$ cat config.mk
export PLATFORM = sky130hd
export DESIGN_NAME = fp_excp_elig
export DESIGN_NICKNAME = d
export VERILOG_FILES = /design/src/hdl/fp_excp_pkg.sv /design/src/hdl/fp_excp_elig.sv /design/src/hdl/fp_excp_decode.sv
export SDC_FILE = /design/constraint.sdc
export NUM_CORES = 1
export LEC_CHECK = 0
export ABC_CLOCK_PERIOD_IN_PS = 3300
export BUFFER_PORTS_ARGS = -buffer_cell sky130_fd_sc_hd__buf_2
export CELL_PAD_IN_SITES_DETAIL_PLACEMENT = 1
export CELL_PAD_IN_SITES_GLOBAL_PLACEMENT = 1
export CORE_ASPECT_RATIO = 0.6
export CORE_MARGIN = 2
export CORE_UTILIZATION = 28
export DETAILED_ROUTE_END_ITERATION = 10
export PLACE_DENSITY_LB_ADDON = 0.1
export SLEW_MARGIN = 20
export SYNTH_ARGS = -nofsm -noshare
export SYNTH_HDL_FRONTEND = slang
export SYNTH_SLANG_ARGS = --single-unit
$ cat constraint.sdc
create_clock -name clock -period 3.3 [get_ports clock]
set_input_delay 0.495 -clock clock [delete_from_list [all_inputs] [get_ports clock]]
set_output_delay 0.495 -clock clock [all_outputs]
set_load 0.1 [all_outputs]
$ cat src/hdl/fp_excp_pkg.sv
// Purpose: Constants and types for the floating-point exception eligibility block
// Assumes: One clock, active-low asynchronous reset
// Notes:   Exception bit order is invalid, denormal, divzero, overflow, underflow, precision
// What this block does
// - Alternating add/sub: all but divide-by-zero
// - Horizontal add/sub: all but divide-by-zero
// - Unaligned load and duplicate moves: no exceptions
// - Supplemental integer-only ops: no exceptions
// - Round-to-integral: invalid and precision, never D/Z/O/U
// - Round precision only when immediate bit 3 clear
package fp_excp_pkg;

  localparam int EXC_W  = 6;
  localparam int EXC_IE = 0;
  localparam int EXC_DE = 1;
  localparam int EXC_ZE = 2;
  localparam int EXC_OE = 3;
  localparam int EXC_UE = 4;
  localparam int EXC_PE = 5;
  localparam int IMM_W  = 8;
  localparam int IMM_PREC_SUPPRESS_BIT = 3;

  localparam logic [EXC_W-1:0] MASK_NONE     = 6'h00;
  localparam logic [EXC_W-1:0] MASK_ARITH    = 6'h3B;
  localparam logic [EXC_W-1:0] MASK_ROUND    = 6'h21;
  localparam logic [EXC_W-1:0] MASK_ROUND_NP = 6'h01;
  localparam logic [EXC_W-1:0] FLAGS_RESET   = 6'h00;

  typedef enum logic [4:0] {
    op_none,
    alt_addsub_packed_double,
    alt_addsub_packed_single,
    horiz_add_packed_double,
    horiz_add_packed_single,
    horiz_sub_packed_double,
    horiz_sub_packed_single,
    unaligned_wide_load,
    dup_low_double_move,
    dup_high_single_move,
    dup_low_single_move,
    supp_integer_op,
    dot_product_double,
    dot_product_single,
    round_integral_packed_double,
    round_integral_packed_single,
    round_integral_scalar_double,
    round_integral_scalar_single,
    media4_other_op
  } op_class_t;

endpackage

$ cat src/hdl/fp_excp_elig.sv
// Purpose: Gates detected FP conditions by class eligibility into sticky flags
// Assumes: Detected conditions arrive with op_valid in the same cycle
// Notes:   Set wins over clear on the sticky flags
`timescale 1ns/1ps
module fp_excp_elig
  import fp_excp_pkg::*;
(
  input  wire logic                          clock,
  input  wire logic                          rst_b,
  input  wire logic                          op_valid,
  input  fp_excp_pkg::op_class_t             op_class,
  input  wire logic [fp_excp_pkg::IMM_W-1:0] imm,
  input  wire logic [fp_excp_pkg::EXC_W-1:0] detected,
  input  wire logic [fp_excp_pkg::EXC_W-1:0] flags_clear,
  output logic [fp_excp_pkg::EXC_W-1:0]      elig_mask,
  output logic [fp_excp_pkg::EXC_W-1:0]      raised_r,
  output logic [fp_excp_pkg::EXC_W-1:0]      flags_r
);
  import fp_excp_pkg::*;

  logic                 rst_meta_r;
  logic                 rst_sync_b_r;
  logic [EXC_W-1:0]     raised_nxt;
  logic [EXC_W-1:0]     flags_nxt;

  always_ff @(posedge clock or negedge rst_b) begin
    if (!rst_b) begin
      rst_meta_r   <= 1'b0;
      rst_sync_b_r <= 1'b0;
    end else begin
      rst_meta_r   <= 1'b1;
      rst_sync_b_r <= rst_meta_r;
    end
  end

  fp_excp_decode u_decode (
    .op_class (op_class),
    .imm      (imm),
    .mask     (elig_mask)
  );

  // Only eligible conditions reach the flags
  assign raised_nxt = op_valid ? (detected & elig_mask) : FLAGS_RESET;
  assign flags_nxt  = (flags_r & ~flags_clear) | raised_nxt;

  always_ff @(posedge clock or negedge rst_sync_b_r) begin
    if (!rst_sync_b_r) begin
      raised_r <= FLAGS_RESET;
      flags_r  <= FLAGS_RESET;
    end else begin
      raised_r <= raised_nxt;
      flags_r  <= flags_nxt;
    end
  end
endmodule

$ cat src/hdl/fp_excp_decode.sv
// Purpose: Eligibility mask decode per operation class
// Assumes: Immediate byte valid alongside the class
// Notes:   Purely combinational
`timescale 1ns/1ps
module fp_excp_decode
  import fp_excp_pkg::*;
(
  input  fp_excp_pkg::op_class_t         op_class,
  input  wire logic [fp_excp_pkg::IMM_W-1:0] imm,
  output logic [fp_excp_pkg::EXC_W-1:0]  mask
);
  import fp_excp_pkg::*;

  wire                   is_round;
  wire                   prec_off;
  wire [EXC_W-1:0]       round_mask;

  assign is_round = (op_class == round_integral_packed_double) || (op_class == round_integral_packed_single)
                 || (op_class == round_integral_scalar_double) || (op_class == round_integral_scalar_single);
  assign prec_off = imm[IMM_PREC_SUPPRESS_BIT];
  // Precision drops out when the immediate asks for it
  assign round_mask = is_round ? (prec_off ? MASK_ROUND_NP : MASK_ROUND) : MASK_NONE;

  always_comb begin
    case (op_class)
      alt_addsub_packed_double, alt_addsub_packed_single: mask = MASK_ARITH;
      horiz_add_packed_double, horiz_add_packed_single,
      horiz_sub_packed_double, horiz_sub_packed_single:   mask = MASK_ARITH;
      dot_product_double, dot_product_single:             mask = MASK_ARITH;
      round_integral_packed_double, round_integral_packed_single,
      round_integral_scalar_double, round_integral_scalar_single:
        mask = round_mask;
      unaligned_wide_load, dup_low_double_move,
      dup_high_single_move, dup_low_single_move:          mask = MASK_NONE;
      supp_integer_op:                                    mask = MASK_NONE;
      media4_other_op:                                    mask = MASK_NONE;
      default:                                            mask = MASK_NONE;
    endcase
  end

endmodule

[Yosys cells after proc, flatten, opt, wreduce, memory -nomap -nowiden]
Cells that the tools add are included.
Word-level totals
  logic and storage cells: 29
  input bits: 28
  output and inout port bits: 18
  register bits: 14
Operators by class
  mux-type cells: 4
  equality and inequality tests: 12
  bitwise operators: 4
  reductions and logical operators: 5
Operators with widths (number)
  $eq 5x4->1 const B: 4
  $mux 6: 3
  $eq 5x3->1 const B: 3
  $and 6x6->6: 2
  $pmux 6 s2: 1
  $eq 5x2->1 const B: 2
  $eq 5x5->1 const B: 2
  $reduce_or 8->1: 1
  $not 6->6: 1
  $or 6x6->6: 1
  $eq 5x1->1 const B: 1
  $reduce_or 4->1: 1
  $logic_or 1x1->1: 3

[Depth between registers and ports, before layout]
  depth in word-level cells: 9
  gate-level depth with buffers: 5

[Cells and area by module]
Synthesis repeated with hierarchy kept, for this count alone.
Second synthesis, totals
  cells, all modules: 55
  area total of the unflattened synthesis: 595.6 µm²
Modules (own cells, without submodules)
  fp_excp_elig: sequential area each 350.3 µm², cells each 33, area each 464.2 µm², times used 1
  fp_excp_decode: sequential area each 0.0 µm², cells each 22, area each 131.4 µm², times used 1

[Worst setup path after synthesis]
OpenSTA, ideal clock, no wires.
  kind: input-to-output
  from: in op_class[2]
  to: out elig_mask[3] (netlist bit)
  data arrival time: 2.147 ns
  buffers on the path: 2
  cell stages on the path: 5
  slack: 0.658 ns
  path through: clkbuf_1 > a21oi_1 > o221ai_1 > inv_1 > buf_4
On the way
  word-level cells in the longest chain between the ends: 6
  elaborated cells between the ends (all ways): 19
  those cells by class: eq/ne (12); mux (2); reduce/logical (5)
Ends and longest elaborated chain
  from (decl): line fp_excp_elig.sv:11  | input fp_excp_pkg::op_class_t op_class,
  $eq 5x4->1: line fp_excp_decode.sv:18, fp_excp_decode.sv:25
  $logic_or 1x1->1: line fp_excp_decode.sv:18  | assign is_round = (op_class == round_integral_packed_double) || (op_class == round_integral_packed_single)
  $logic_or 1x1->1 (2 in a row): line fp_excp_decode.sv:19  | || (op_class == round_integral_scalar_double) || (op_class == round_integral_scalar_single);
  $mux 6: line fp_excp_decode.sv:22  | assign round_mask = is_round ? (prec_off ? MASK_ROUND_NP : MASK_ROUND) : MASK_NONE;
  $pmux 6 s2 (*): line fp_excp_decode.sv:25  | case (op_class)
  to (decl): line fp_excp_elig.sv:15  | output logic [fp_excp_pkg::EXC_W-1:0] elig_mask,
Every way passes the cells marked *; elsewhere a longest branch is shown, timed or not.

[Worst setup path in the final report]
  from: in op_class[2]
  to: out elig_mask[5] (netlist bit)
The elaborated chain is that of the path after synthesis.

==> results.cfg <==
[run_status]
status = finished clean

[grt]
use_met1_pct = 17.21
antenna_found_initial = 0
grt_util_met2_pct = 20.83
met3_usage_pct = 7.303
grt_max_degree = 12
grt_pass1_vias = 522
grt_pass1_wl_microns = 2456
grt_busiest_layer = met2
track_usage_pct = 13.62
grt.overflow.total = 0

[synthesis]
ys_ff_latch = 13
synth.most_common_cell = dfrtp_1
synthCells = 61
ys.flop_type = dfrtp_1
syn-cell-area_sq_um = 611.8
synth_top_cell_by_area = dfrtp_1
synth.avg_cell_area_sq_um = 10.03
synthTopCellsByCount = dfrtp_1, inv_1, nand2_1
ys_seq_area_share_pct = 53.17
yosysWarningCount = 0
synth_top_area_share_pct = 53.17
synthArstFlopShare_pct = 100.0
synth_edf_count = 0
yosysUniqueCellTypes = 25
synth_area_leaders = dfrtp_1, buf_4, inv_1

[worst_setup_path]
slowest_delay_ns = 0.42
end_kind = output pin
cp_cell_sequence = buf_2 -> nor4b_1 -> o21ai_0 -> nand2_1 -> buf_2
start_kind = input port
path_class = in -> out
cp_max_fo = 10
cp_top_family = buffers and inverters
path_buf_inv = 2
critPathRequiredTime_ns = 2.80
worstPathArrival_ns = 1.73
crit_top_cell = buf_2
critical_path_depth = 5
cpMaxStageDelayCell = buf_2
reg2reg_depth = 1

[place]
io_buffers = 35
gp_congestion = 0.7504
post-place-ws_ns = 1.064
place_hpwl_microns = 1301

[timing]
min_period_ns = 2.222
whs_ns = 0.1798
maxSlewViolCount = 0
finalCritPeriodShare_pct = 67.34
hold_viol = 0
setup_slack_ns = 1.078
setup_viol = 0
finalClockSkew_ns = 0.001253
fmax_mhz = 450.0
rsz0062_at_grt = no
tns_ns = 0

[cts]
htree_levels = 1
insertion_delay_ns = 0.26
clockBufferDepth = 2
cts_setup_buffers = 0
cts_hold_buf = 1
cts_sinks = 13
cts_made_buffers = 3
clk_pin_slew_ns = 0.07
clockRootBuffer = clkbuf_4
cts_resized = 0
cts_tree = yes

[detailed_routing]
ant_nets = 0
first_pass_iters = 4
drc = 0
drt_first_iter_violations = 9
viasPerCell = 4.430
via_count = 567
drt_wl_total_microns = 1569
wl_per_cell_microns = 12.26

[flow_run]
drv_cap = 0

[finish]
drive_gt1_share_pct = 46.94
area_delta_synth_final_pct = 37.01
nets = 127
fillers = 255
antennaDiodeCount = 0

[hold_path]
hold_path.class = reg -> async

[floorplan]
fp.dieH_microns = 40.21
die_w_microns = 64.35
fp.coreArea_sq_um = 2115
ios = 46
die_area_sq_um = 2588
num_rows = 13
initial_utilization_pct = 28.93

[pwr]
p_leak_nw = 0.4636
power_density_nw_per_um2 = 496.2
peakVddDrop_mv = 0.1986
## power by group
part	switching [W]	leakage [nW]	internal [W]
Clock	0.0000460	0.0150	0.0000467
Sequential	0.00000529	0.173	0.000167
Combinational	0.000122	0.276	0.0000290
Total	0.000173	0.464	0.000243
## stage by stage
stage | power (W) | utilization [%] | instances | instance area, sq um
6_report | 0.0004160 | 39.65 | 128 | 838.3
5_1_grt | 0.0004400 | 39.65 | 128 | 838.3
4_1_cts | 0.0004220 | 39.65 | 128 | 838.3
3_5_place_dp | 0.0003265 | 37.93 | 123 | 802.0
3_3_place_gp | 0.0003247 | 37.93 | 123 | 802.0
2_1_floorplan | 0.0002960 | - | 62 | 615.6
## registers in the layout, indices dropped and copies added, names as in the netlist
name / flops
raised_r: 5
rst_sync_b_r: 1
rst_meta_r: 1
flags_r: 6
## logic make-up after synthesis
family | Yosys count | share of synthesized area (%)
flops | 13 | 53.17
buf+inv | 13 | 10.43
other cells | 2 | 1.227
simple gates | 20 | 20.25
compound gates | 13 | 14.93
## final timing paths
| check | from | endpoint | slack (ns) |
|---|---|---|---|
| worst min register to register | rst_sync_b_r$_DFF_PN0_ | raised_r[0]$_DFF_PN0_ | 0.18 |
| worst min-delay path | rst_sync_b_r$_DFF_PN0_ | raised_r[0]$_DFF_PN0_ | 0.18 |
| max in group asynchronous | rst_b | rst_sync_b_r$_DFF_PN0_ | 2.67 |
| worst max register to register | flags_r[0]$_DFF_PN0_ | flags_r[0]$_DFF_PN0_ | 2.60 |
| min in group clock | rst_meta_r$_DFF_PN0_ | rst_sync_b_r$_DFF_PN0_ | 0.36 |
| worst max-delay path | op_class[2] | elig_mask[5] | 1.08 |
## routing by layer
layer  part of all wire (%)  vias up
met3                    8.4        2
met5                      0        -
met4                   0.45        0
met1                     48      263
li1                       -      279
met2                     43       23
## layout make-up
class	instances	area (sq um)	area share [%]
clock buffer	4	26.28	3.134
inverter	8	30.03	3.582
multi-input combinational	36	226.5	27.01
sequential	13	325.3	38.81
tap	30	37.54	4.478
timing repair buffer	37	192.7	22.99
## cell usage in the layout, fill, tap and decap left out, drive strengths merged, types with 2 or more instances in the layout
master and count:
buf 36, conb 3, o21ai 2, nand2 6
inv 8, dfrtp 13, o221ai 2, a21oi 2
nor2 4, o22ai 3, clkbuf 4
No activity file was read; power rests on OpenSTA's default activity.
